[config.mk]
export PLATFORM = sky130hd
export DESIGN_NAME = pidsr_top
export DESIGN_NICKNAME = d
export VERILOG_FILES = /design/src/rtl/pidsr_mul.v /design/src/rtl/pidsr_top.v
export VERILOG_INCLUDE_DIRS = /design/src /design/src/common
export SDC_FILE = /design/constraint.sdc
export NUM_CORES = 2
export LEC_CHECK = 0
export BUFFER_PORTS_ARGS = -buffer_cell sky130_fd_sc_hd__buf_4
export CAP_MARGIN = 20
export CORE_MARGIN = 10
export CORE_UTILIZATION = 60
export CTS_CLUSTER_DIAMETER = 40
export DETAILED_ROUTE_END_ITERATION = 10
export GPL_TIMING_DRIVEN = 0
export MAX_ROUTING_LAYER = met4
export PLACE_DENSITY_LB_ADDON = 0.2
export SYNTH_ARGS = -nofsm -noshare
export SYNTH_HDL_FRONTEND = slang
export SYNTH_HIERARCHICAL = 1
export SYNTH_SLANG_ARGS = --single-unit
[constraint.sdc]
create_clock -name mclk -period 18.75 [get_ports mclk]
set_input_delay 0.9375 -clock mclk [delete_from_list [all_inputs] [get_ports mclk]]
set_output_delay 0.9375 -clock mclk [all_outputs]
set_load 0.01 [all_outputs]
[src/common/pidsr_defs.vh]
`ifndef PIDSR_DEFS_VH
`define PIDSR_DEFS_VH

// Register byte offsets
`define PIDSR_ADR_CTRL 8'h00
`define PIDSR_ADR_KPCT 8'h04
`define PIDSR_ADR_FBGAIN 8'h08
`define PIDSR_ADR_PGAIN 8'h0c
`define PIDSR_ADR_ITIME 8'h10
`define PIDSR_ADR_DTIME 8'h14
`define PIDSR_ADR_STAT 8'h18
`define PIDSR_ADR_FOUT 8'h1c
`define PIDSR_ADR_ERR 8'h20
`define PIDSR_ADR_INTEG 8'h24

// Control register fields
`define PIDSR_F_SPSEL 2:0
`define PIDSR_F_FBSEL 6:4
`define PIDSR_F_MODE 10:8
`define PIDSR_F_FSRC 15:12
`define PIDSR_CTRL_MASK 32'h0000f777

// Reset values
`define PIDSR_RST_CTRL 32'h00000010
`define PIDSR_RST_KPCT 10'h000
`define PIDSR_RST_FBGAIN 10'h064
`define PIDSR_RST_PGAIN 7'h00
`define PIDSR_RST_ITIME 16'h0000
`define PIDSR_RST_DTIME 10'h000

// Setting limits: pct in 0.1 %, gains in 0.01 / 0.1 %, dtime in 10 ms
`define PIDSR_MAX_KPCT 10'h3e8
`define PIDSR_MAX_FBGAIN 10'h3e8
`define PIDSR_MAX_PGAIN 7'h64
`define PIDSR_MAX_DTIME 10'h3e8

// Source select codes
`define PIDSR_SRC_POT 3'h0
`define PIDSR_SRC_VOLT 3'h1
`define PIDSR_SRC_CURR 3'h2
`define PIDSR_SRC_COMM 3'h3
`define PIDSR_SRC_KPCT 3'h4

// Operation modes and frequency source code for PID control
`define PIDSR_MODE_OFF 3'h0
`define PIDSR_MODE_DEV 3'h1
`define PIDSR_MODE_FB 3'h2
`define PIDSR_MODE_DEVREV 3'h3
`define PIDSR_MODE_FBREV 3'h4
`define PIDSR_FSRC_PID 4'h6

// Scale constants
`define PIDSR_SP_SCALE 32'h00000064
`define PIDSR_I_SCALE 48'h0000000003e8
`define PIDSR_PCT_K 16'h1062
`define PIDSR_PCT_SH 6
`define PIDSR_OUT_K 18'h0a7c6
`define PIDSR_OUT_SH 32
`define PIDSR_FMAX 16'hffff
`define PIDSR_IMAX 33'h07fffffff
`define PIDSR_IMIN 33'h180000000

// Control tick: period in microseconds and clock rate in MHz
`define PIDSR_TICK_US 10000
`define PIDSR_CLK_MHZ 250

`endif

[src/rtl/pidsr_mul.v]
// Signed multiplier, full-width product
module pidsr_mul #(
	parameter AW = 32,
	parameter BW = 16
) (
	input wire signed [AW-1:0] a,
	input wire signed [BW-1:0] b,
	output wire signed [AW+BW-1:0] p
);
	// Operands extended so the product keeps every bit
	wire signed [AW+BW-1:0] a_x;
	wire signed [AW+BW-1:0] b_x;
	assign a_x = {{BW{a[AW-1]}}, a};
	assign b_x = {{AW{b[BW-1]}}, b};
	assign p = a_x * b_x;
endmodule

[src/rtl/pidsr_top.v]
// Notes on behaviour
// - Setpoint select 0 pot, 1 voltage, 2 current, 3 comm, 4 keypad pct.
// - Feedback select 0 pot, 1 voltage, 2 current, 3 comm.
// - Mode 1: derivative is error change over the differentiation time.
// - Mode 2: derivative is feedback change over the differentiation time.
// - Mode 3: error derivative reversed; positive change lowers output.
// - Mode 4: feedback derivative reversed; positive change lowers output.
// - Error is setpoint minus feedback times gain 0.00 to 10.00.
// - Proportional term is error times gain 0.0 to 10.0 percent.
// - Regulator acts only when frequency source code is 6.
// - Integral accumulates error at a rate set by integration time.
// - Differentiation time programmable 0.00 to 10.00 seconds.
//
// The register offsets and the Wishbone slave port are this design's own decisions.
`include "pidsr_defs.vh"
module pidsr_top #(
	parameter TICK_CYCLES = `PIDSR_TICK_US * `PIDSR_CLK_MHZ
) (
	input wire mclk,
	input wire resetn,
	input wire wb_cyc_i,
	input wire wb_stb_i,
	input wire wb_we_i,
	input wire [7:0] wb_adr_i,
	input wire [3:0] wb_sel_i,
	input wire [31:0] wb_dat_i,
	output reg [31:0] wb_dat_o,
	output reg wb_ack_o,
	input wire [15:0] keypad_pot,
	input wire [15:0] voltage_analog_input,
	input wire [15:0] current_analog_input,
	input wire [15:0] comm_freq_cmd,
	input wire [15:0] freq_cmd_in,
	output reg [15:0] freq_out_r,
	output reg pid_active_r
);
	localparam ST_IDLE = 3'd0;
	localparam ST_SCALE = 3'd1;
	localparam ST_ERR = 3'd2;
	localparam ST_INT = 3'd3;
	localparam ST_SUM = 3'd4;
	localparam ST_OUT = 3'd5;

	reg [31:0] ctrl_r;
	reg [9:0] kpct_r;
	reg [9:0] fbgain_r;
	reg [6:0] pgain_r;
	reg [15:0] itime_r;
	reg [9:0] dtime_r;
	reg [2:0] state_r;
	reg [31:0] tick_cnt_r;
	reg [15:0] sp_r;
	reg [15:0] fb_r;
	reg [15:0] cmd_r;
	reg signed [31:0] fbk_r;
	reg signed [31:0] err_r;
	reg signed [31:0] integ_r;
	reg [15:0] icnt_r;
	reg [9:0] dcnt_r;
	reg signed [31:0] dprev_r;
	reg signed [31:0] dterm_r;
	reg signed [47:0] ppart_r;
	reg signed [47:0] sum_r;
	reg dvalid_r;
	reg conflict_r;
	reg regulate_r;

	wire [2:0] sp_sel = ctrl_r[`PIDSR_F_SPSEL];
	wire [2:0] fb_sel = ctrl_r[`PIDSR_F_FBSEL];
	wire [2:0] mode = ctrl_r[`PIDSR_F_MODE];
	wire [3:0] fsrc = ctrl_r[`PIDSR_F_FSRC];
	wire bus_req = wb_cyc_i & wb_stb_i & ~wb_ack_o;
	wire tick = (tick_cnt_r == TICK_CYCLES - 1);

	// Keypad percentage scaled to full-scale counts
	wire signed [31:0] kpct_p;
	pidsr_mul #(.AW(16), .BW(16)) u_kpct (
		.a({6'h00, kpct_r}),
		.b(`PIDSR_PCT_K),
		.p(kpct_p)
	);
	wire [15:0] kpct_val = kpct_p[`PIDSR_PCT_SH+15:`PIDSR_PCT_SH];

	// Setpoint source select
	reg [15:0] sp_mux;
	always @* begin
		case (sp_sel)
		`PIDSR_SRC_POT: sp_mux = keypad_pot;
		`PIDSR_SRC_VOLT: sp_mux = voltage_analog_input;
		`PIDSR_SRC_CURR: sp_mux = current_analog_input;
		`PIDSR_SRC_COMM: sp_mux = comm_freq_cmd;
		`PIDSR_SRC_KPCT: sp_mux = kpct_val;
		default: sp_mux = 16'h0000;
		endcase
	end

	// Feedback source select
	reg [15:0] fb_mux;
	always @* begin
		case (fb_sel)
		`PIDSR_SRC_POT: fb_mux = keypad_pot;
		`PIDSR_SRC_VOLT: fb_mux = voltage_analog_input;
		`PIDSR_SRC_CURR: fb_mux = current_analog_input;
		`PIDSR_SRC_COMM: fb_mux = comm_freq_cmd;
		default: fb_mux = 16'h0000;
		endcase
	end

	// Feedback times calibration gain, in 0.01 units
	wire signed [31:0] fbk_p;
	pidsr_mul #(.AW(16), .BW(16)) u_fbk (
		.a({1'b0, fb_r[15:1]}),
		.b({6'h00, fbgain_r}),
		.p(fbk_p)
	);
	// Low feedback bit restored after the shifted product
	wire signed [31:0] fbk_full = (fbk_p <<< 1) +
		(fb_r[0] ? {22'h000000, fbgain_r} : 32'h00000000);

	// Error times proportional gain
	wire signed [47:0] p_p;
	pidsr_mul #(.AW(32), .BW(16)) u_prop (
		.a(err_r),
		.b({9'h000, pgain_r}),
		.p(p_p)
	);

	// Final scale of the correction back to counts
	wire signed [65:0] out_p;
	pidsr_mul #(.AW(48), .BW(18)) u_out (
		.a(sum_r),
		.b(`PIDSR_OUT_K),
		.p(out_p)
	);
	wire signed [33:0] delta = out_p[`PIDSR_OUT_SH+33:`PIDSR_OUT_SH];
	wire signed [34:0] fsum = {19'h00000, cmd_r} + {delta[33], delta};

	// Derivative source: error, or feedback in the same 0.01 scale
	wire fb_d = (mode == `PIDSR_MODE_FB) || (mode == `PIDSR_MODE_FBREV);
	wire rev_d = (mode == `PIDSR_MODE_DEVREV) ||
		(mode == `PIDSR_MODE_FBREV);
	wire signed [31:0] dsig = fb_d ? fbk_r : err_r;
	wire signed [31:0] ddiff = dsig - dprev_r;

	// Integral step with saturation
	wire signed [32:0] isum = {integ_r[31], integ_r} + {err_r[31], err_r};
	wire signed [32:0] isat = (isum > $signed(`PIDSR_IMAX)) ?
		`PIDSR_IMAX : (isum < $signed(`PIDSR_IMIN)) ? `PIDSR_IMIN : isum;

	// Regulation enable
	wire run_ok = (fsrc == `PIDSR_FSRC_PID) &&
		(mode != `PIDSR_MODE_OFF) &&
		(mode <= `PIDSR_MODE_FBREV) &&
		(sp_sel != fb_sel);

	// Write merge under byte enables
	function [31:0] wmerge;
		input [31:0] old;
		input [31:0] nw;
		input [3:0] sel;
		integer i;
		begin
			for (i = 0; i < 4; i = i + 1) begin
				wmerge[i*8 +: 8] = sel[i] ? nw[i*8 +: 8] : old[i*8 +: 8];
			end
		end
	endfunction
	wire [31:0] w_ctrl = wmerge(ctrl_r, wb_dat_i, wb_sel_i);
	wire [31:0] w_kpct = wmerge({22'h000000, kpct_r}, wb_dat_i, wb_sel_i);
	wire [31:0] w_fbg = wmerge({22'h000000, fbgain_r}, wb_dat_i, wb_sel_i);
	wire [31:0] w_pg = wmerge({25'h0000000, pgain_r}, wb_dat_i, wb_sel_i);
	wire [31:0] w_it = wmerge({16'h0000, itime_r}, wb_dat_i, wb_sel_i);
	wire [31:0] w_dt = wmerge({22'h000000, dtime_r}, wb_dat_i, wb_sel_i);

	// Wishbone slave: one ack per request, registers and read data
	always @(posedge mclk or negedge resetn) begin
		if (!resetn) begin
			wb_ack_o <= 1'b0;
			wb_dat_o <= 32'h00000000;
			ctrl_r <= `PIDSR_RST_CTRL;
			kpct_r <= `PIDSR_RST_KPCT;
			fbgain_r <= `PIDSR_RST_FBGAIN;
			pgain_r <= `PIDSR_RST_PGAIN;
			itime_r <= `PIDSR_RST_ITIME;
			dtime_r <= `PIDSR_RST_DTIME;
		end else begin
			wb_ack_o <= bus_req;
			if (bus_req && wb_we_i) begin
				case (wb_adr_i)
				`PIDSR_ADR_CTRL: ctrl_r <= w_ctrl & `PIDSR_CTRL_MASK;
				`PIDSR_ADR_KPCT: kpct_r <= (w_kpct > `PIDSR_MAX_KPCT) ?
					`PIDSR_MAX_KPCT : w_kpct[9:0];
				`PIDSR_ADR_FBGAIN: fbgain_r <= (w_fbg > `PIDSR_MAX_FBGAIN) ?
					`PIDSR_MAX_FBGAIN : w_fbg[9:0];
				`PIDSR_ADR_PGAIN: pgain_r <= (w_pg > `PIDSR_MAX_PGAIN) ?
					`PIDSR_MAX_PGAIN : w_pg[6:0];
				`PIDSR_ADR_ITIME: itime_r <= w_it[15:0];
				`PIDSR_ADR_DTIME: dtime_r <= (w_dt > `PIDSR_MAX_DTIME) ?
					`PIDSR_MAX_DTIME : w_dt[9:0];
				default: ;
				endcase
			end
			if (bus_req && !wb_we_i) begin
				case (wb_adr_i)
				`PIDSR_ADR_CTRL: wb_dat_o <= ctrl_r;
				`PIDSR_ADR_KPCT: wb_dat_o <= {22'h000000, kpct_r};
				`PIDSR_ADR_FBGAIN: wb_dat_o <= {22'h000000, fbgain_r};
				`PIDSR_ADR_PGAIN: wb_dat_o <= {25'h0000000, pgain_r};
				`PIDSR_ADR_ITIME: wb_dat_o <= {16'h0000, itime_r};
				`PIDSR_ADR_DTIME: wb_dat_o <= {22'h000000, dtime_r};
				`PIDSR_ADR_STAT: wb_dat_o <= {29'h00000000, regulate_r,
					conflict_r, pid_active_r};
				`PIDSR_ADR_FOUT: wb_dat_o <= {16'h0000, freq_out_r};
				`PIDSR_ADR_ERR: wb_dat_o <= err_r;
				`PIDSR_ADR_INTEG: wb_dat_o <= integ_r;
				default: wb_dat_o <= 32'h00000000;
				endcase
			end
		end
	end

	// Control tick divider
	always @(posedge mclk or negedge resetn) begin
		if (!resetn)
			tick_cnt_r <= 32'h00000000;
		else if (tick)
			tick_cnt_r <= 32'h00000000;
		else
			tick_cnt_r <= tick_cnt_r + 32'h00000001;
	end

	// Per-tick computation sequence
	always @(posedge mclk or negedge resetn) begin
		if (!resetn) begin
			state_r <= ST_IDLE;
			sp_r <= 16'h0000;
			fb_r <= 16'h0000;
			cmd_r <= 16'h0000;
			fbk_r <= 32'h00000000;
			err_r <= 32'h00000000;
			integ_r <= 32'h00000000;
			icnt_r <= 16'h0000;
			dcnt_r <= 10'h000;
			dprev_r <= 32'h00000000;
			dterm_r <= 32'h00000000;
			dvalid_r <= 1'b0;
			ppart_r <= 48'h000000000000;
			sum_r <= 48'h000000000000;
			freq_out_r <= 16'h0000;
			pid_active_r <= 1'b0;
			conflict_r <= 1'b0;
			regulate_r <= 1'b0;
		end else begin
			case (state_r)
			ST_IDLE: begin
				if (tick) begin
					sp_r <= sp_mux;
					fb_r <= fb_mux;
					cmd_r <= freq_cmd_in;
					regulate_r <= run_ok;
					conflict_r <= (sp_sel == fb_sel);
					state_r <= ST_SCALE;
				end
			end
			ST_SCALE: begin
				fbk_r <= fbk_full;
				state_r <= ST_ERR;
			end
			ST_ERR: begin
				err_r <= sp_r * `PIDSR_SP_SCALE - fbk_r;
				state_r <= ST_INT;
			end
			ST_INT: begin
				ppart_r <= p_p;
				// Integral: one error step each itime ticks
				if (!regulate_r || itime_r == 16'h0000) begin
					integ_r <= 32'h00000000;
					icnt_r <= 16'h0000;
				end else if (icnt_r >= itime_r - 16'h0001) begin
					integ_r <= isat[31:0];
					icnt_r <= 16'h0000;
				end else begin
					icnt_r <= icnt_r + 16'h0001;
				end
				// Derivative: change over dtime ticks
				if (!regulate_r || dtime_r == 10'h000) begin
					dterm_r <= 32'h00000000;
					dcnt_r <= 10'h000;
					dvalid_r <= 1'b0;
				end else if (dcnt_r >= dtime_r - 10'h001) begin
					dcnt_r <= 10'h000;
					dprev_r <= dsig;
					dvalid_r <= 1'b1;
					if (!dvalid_r)
						dterm_r <= 32'h00000000;
					else if (rev_d)
						dterm_r <= -ddiff;
					else
						dterm_r <= ddiff;
				end else begin
					dcnt_r <= dcnt_r + 10'h001;
				end
				state_r <= ST_SUM;
			end
			ST_SUM: begin
				sum_r <= ppart_r + ({{16{integ_r[31]}}, integ_r} +
					{{16{dterm_r[31]}}, dterm_r}) * `PIDSR_I_SCALE;
				state_r <= ST_OUT;
			end
			ST_OUT: begin
				pid_active_r <= regulate_r;
				if (!regulate_r)
					freq_out_r <= cmd_r;
				else if (fsum < 0)
					freq_out_r <= 16'h0000;
				else if (fsum > {19'h00000, `PIDSR_FMAX})
					freq_out_r <= `PIDSR_FMAX;
				else
					freq_out_r <= fsum[15:0];
				state_r <= ST_IDLE;
			end
			default: state_r <= ST_IDLE;
			endcase
		end
	end
endmodule

Word-level counts from Yosys, hierarchy flattened --
Index checks and enable logic that the tools add are counted.
Storage, ports and cells: bits in registers 484, bits of input ports 129, output and inout port bits 50, word-level logic and storage cells 163
Operators by class: add/sub/neg operators 13, multiply operators 6, order comparisons 11, equal/unequal tests 29, multiplexer cells 39, bitwise operators 4, reduce and logical (&&, ||, !) cells 32
Operators by type and width (number):
- 32-bit 2-to-1 mux | 10
- 32-bit one-hot mux with 10 select lines | 1
- 32-bit by 10-bit > comparator with 1-bit output (second input constant) | 3
- 16-bit 2-to-1 mux | 5
- 8-bit 2-to-1 mux | 10
- 16-bit one-hot mux with 5 select lines | 1
- 32-bit by 32-bit adder with 33-bit output | 2
- 48-bit by 16-bit multiplier with 64-bit output (second input constant) | 1
- 16-bit one-hot mux with 4 select lines | 1
- 10-bit 2-to-1 mux | 6
- 48-bit adder | 1
- 48-bit by 7-bit multiplier with 45-bit output (second input constant) | 1
- 32-bit by 8-bit multiplier with 40-bit output | 1
- 35-bit by 16-bit > comparator with 1-bit output (second input constant) | 1
- 35-bit by 1-bit < comparator with 1-bit output (second input constant) | 1
- 17-bit by 33-bit adder with 34-bit output | 1
- 33-bit by 32-bit > comparator with 1-bit output (second input constant) | 1
- 33-bit by 32-bit < comparator with 1-bit output (second input constant) | 1
- 32-bit by 1-bit adder with 32-bit output (second input constant) | 1
- 32-bit by 10-bit adder with 32-bit output | 1
- 32-bit by 22-bit == test with 1-bit output (second input constant) | 1
- 8-bit by 5-bit == test with 1-bit output (second input constant) | 4
- 32-bit by 7-bit > comparator with 1-bit output (second input constant) | 1
- 32-bit negator | 1
- 39 further kinds | 77

Longest topological paths before layout --
depth after elaboration 9, gate-level depth with buffers 43, depth with buffers taken out 43

Hierarchy --
The synthesis kept the hierarchy.
Modules (own cells, without submodules):
- pidsr_top | instances 1, cells each 4439, area each 39440.3 um2, seq. area each 12116.6 um2
- pidsr_mul (u_out) | instances 1, cells each 3410, area each 29024.1 um2, seq. area each 0.0 um2
- pidsr_mul (u_prop) | instances 1, cells each 2052, area each 17910.9 um2, seq. area each 0.0 um2
- pidsr_mul (u_fbk) | instances 1, cells each 1141, area each 10109.7 um2, seq. area each 0.0 um2
- pidsr_mul (u_kpct) | instances 1, cells each 1126, area each 10039.6 um2, seq. area each 0.0 um2

Worst setup path after synthesis --
OpenSTA, ideal clock, no wires.
path kind register to register, from reg sum_r[10], to reg freq_out_r[10], library setup time 0.126 ns, arrival 8.915 ns, required time 18.624 ns, slack 9.709 ns, cell stages (with the launch flop) 37, path buffers 4, clock period less this slack 9.041 ns, cell sequence dfrtp_1 clkbuf_1 clkbuf_1 nand2_1 fa_1 inv_1 fa_1 fa_1 fa_1 fa_1 inv_1 fa_1 inv_1 ha_1 and3_1 buf_6 nand2_2 or4_4 o21ai_0 a21oi_1 xnor2_1 ha_1 inv_1 fa_1 nor2b_1 o21a_1 o21ai_1 a211o_1 a31oi_1 o211ai_1 or4_1 mux2i_1 o211ai_1 nor3_2 buf_2 nand2_1 a221o_1
Between the ends: word-level cells in the longest chain between the ends 6, elaborated cells between the ends (all ways) 7, those cells by class add/sub (1); mul (1); order compare (2); mux (3)
Ends and longest elaborated chain:
- from (decl) | line pidsr_top.v:63 | reg signed [47:0] sum_r;
- from (signal assigned) | line pidsr_top.v:306 | sum_r <= ppart_r + ({{16{integ_r[31]}}, integ_r} +
- 48-bit by 16-bit multiplier with 64-bit output * | line pidsr_mul.v:15 | assign p = a_x * b_x;
- via out_p[32] | line pidsr_top.v:129 | wire signed [65:0] out_p;
- 17-bit by 33-bit adder with 34-bit output * | line pidsr_top.v:136 | wire signed [34:0] fsum = {19'h00000, cmd_r} + {delta[33], delta};
- 35-bit by 16-bit > comparator with 1-bit output | line pidsr_top.v:316 | else if (fsum > {19'h00000, `PIDSR_FMAX})
- 16-bit 2-to-1 mux | line pidsr_top.v:316
- 16-bit 2-to-1 mux * | line pidsr_top.v:314 | else if (fsum < 0)
- 16-bit 2-to-1 mux * | line pidsr_top.v:312 | if (!regulate_r)
- to (signal assigned) | line pidsr_top.v:313 | freq_out_r <= cmd_r;
- to (signal assigned) | line pidsr_top.v:317 | freq_out_r <= `PIDSR_FMAX;
- to (signal assigned) | line pidsr_top.v:319 | freq_out_r <= fsum[15:0];
- to (decl) | line pidsr_top.v:34 | output reg [15:0] freq_out_r,
Mark *: on every way through the listed nets, which the timed path passes. The rest lies on a longest branch. A chain may end at the register's enable or synchronous reset.

Final worst setup path --
from reg sum_r[6], to reg freq_out_r[12]
Same word-level chain as after synthesis.

==> impl_metrics.ini <==
[cts]
cts_resized = 0
htreeDepth = 3
clk-insertion-delay-late_ns = 0.72
cts_num_sinks = 484
path_clk_slew_ns = 0.06
post_cts.repair.setup_buffers = 0
clk_path_buf_depth = 3
tritoncts = done
clock-root-buffer = clkbuf_16
postCtsHoldBufs = 0
numCtsBuffers = 91

[setup_path]
rr_startpoint = sum_r[6]
max_stage_delay_ns = 0.85
critical_path_arrival_ns = 12.35
crit_top_cell = fa_1
critPathCaptureType = flip-flop
crit_start = sum_r[6]
cpMaxStageDelayCell = dfrtp_1
worstSetupPathType = reg -> reg
cp-start-kind = flip-flop
required_ns = 19.34
cp_max_fo = 10

[timing]
finalSetupViolations = 0
min_period_ns = 11.76
fmax_mhz = 85.0
fin_crit_sh_pct = 62.7
tightest_slew_ns = 1.26
skew_ns = 0.0713
tns_ns = 0
hold_viol_final = 0
slew_headroom_pct = 16.1
drv_slew = 0
rsz0062_at_grt = false

[power]
p_per_area_nw_per_um2 = 44.6
total_power_uw = 4980
peakVddDrop_mv = 0.105
leakage_uw = 0.0566

[cells_and_area]
fin_util_pct = 65.2
fillerInstances = 14441
fin_cells = 14651
drive_gt1_share_pct = 4.19
fin_nets = 15070
area_delta_synth_final_pct = 8.38

[detailed_routing]
drtIter0Drc = 8094
drc = 0
wire_per_inst_um = 24.0
wl_um = 351000
via_count = 85296
viasPerCell = 5.82
first_pass_iters = 9
ant_nets = 0

[global_route]
grt_usage_pct = 38.8
grt_max_degree = 116
grt_pass1_vias = 88710
grt_overflow = 0
antenna_found_initial = 28
grt_pass1_wl_um = 537000

[worst_hold_path]
hold_class = in -> async

[placement]
post-place-cells = 14451
placement.io_buffers = 177
place_hpwl_um = 295000
gp_congestion = 1.06

[synthesis]
syn_inst = 11777
yosysWarnings = 6
postSynthAreaPerCell_um2 = 8.75
syn_area_um2 = 103000

[floorplan]
start_util_pct = 60.2
std_cell_rows = 152
die_h_um = 434
die_w_um = 434
die_area_um2 = 189000
ioPinCount = 179
core_um2 = 171000

[run]
maxCapViolCount = 0

[outcome]
status = completed
cell usage in the layout (no fill, tap or decap), types with 52 or more instances in the layout:
cell type	instances
xnor2_1	336
mux2_2	62
nand2b_1	70
dfrtp_1	480
a21o_1	184
nand4_1	58
clkbuf_16	91
xor2_1	157
o21bai_1	54
fa_1	1859
nor2_1	412
o21ai_0	384
a21oi_1	351
o21a_1	60
nor3_1	77
nand3_1	114
ha_1	768
and2_1	713
buf_4	179
clkbuf_1	479
nand2_1	1779
inv_1	2486
conb_1	259
a22oi_1	52
cell type report:
| cell class | count | area (um2) | share of cell area, % |
|---|---|---|---|
| Multi-Input combinational cell | 8568 | 80600 | 72.2 |
| Inverter | 2490 | 9350 | 8.37 |
| Tap cell | 2233 | 2790 | 2.50 |
| Buffer | 492 | 1880 | 1.68 |
| Clock inverter | 50 | 785 | 0.703 |
| Sequential cell | 484 | 12100 | 10.9 |
| Timing Repair Buffer | 187 | 1500 | 1.34 |
| Clock buffer | 116 | 2510 | 2.25 |
| Antenna cell | 31 | 77.6 | 0.0695 |
critical path, delay by kind of cell, from the launching register on:
| kind | cells | cell delay [ns] |
|---|---|---|
| xor gates and xnor gates | 1 | 0.43 |
| AOI/OAI and AO/OA | 10 | 3.09 |
| and+or+nand+nor | 11 | 2.63 |
| DFF | 1 | 0.85 |
| adders and majority gates | 7 | 3.44 |
| buffers and inverters | 7 | 1.18 |
flip-flops by register name, indices dropped and copies added, names as in the netlist, 13 cells and up:
name        flops
freq_out_r     16
sum_r          48
ctrl_r         13
integ_r        32
ppart_r        48
sp_r           16
wb_dat_o       32
fbk_r          32
itime_r        16
dprev_r        32
icnt_r         16
cmd_r          16
tick_cnt_r     32
dterm_r        32
fb_r           16
err_r          32
worst paths after layout:
path,to,slack [ns],cells after the start
setup reg to reg,freq_out_r[12],6.99,36
hold reg to reg,tick_cnt_r[31],0.47,1
setup / recovery,freq_out_r[12],6.99,36
max in group asynchronous,cmd_r[2],16.87,3
min in group mclk,cmd_r[11],0.43,3
hold / removal,wb_dat_o[27],0.21,1
per-stage QoR:
step	hold WS [ns]	worst slack, ns	area [um2]
finish	0.213	6.99	112000
global route	0.264	6.56	112000
CTS	0.214	7.19	112000
detailed placement	0.459	7.21	108000
global placement	0.437	7.49	108000
floorplan	0.442	9.85	104000
routing by layer:
layer / vias to the layer above / wire length (um) / global-route usage, % / share of wire, %
met5: - / 0 / - / 0
met4: 0 / 27800 / 24.4 / 7.9
met3: 1094 / 29200 / 6.41 / 8.3
met2: 4032 / 159000 / 59.2 / 45
met1: 42843 / 135000 / 48.3 / 39
li1: 37327 / - / - / -
power by group:
| part | leakage [uW] | switching [uW] | internal, uW | total [uW] |
|---|---|---|---|---|
| clock | 0.00158 | 640 | 1120 | 1760 |
| combinational | 0.0489 | 1420 | 748 | 2170 |
| sequential | 0.00618 | 8.99 | 1050 | 1060 |
| total | 0.0566 | 2070 | 2920 | 4980 |
Power figures use the tool's default switching activity.
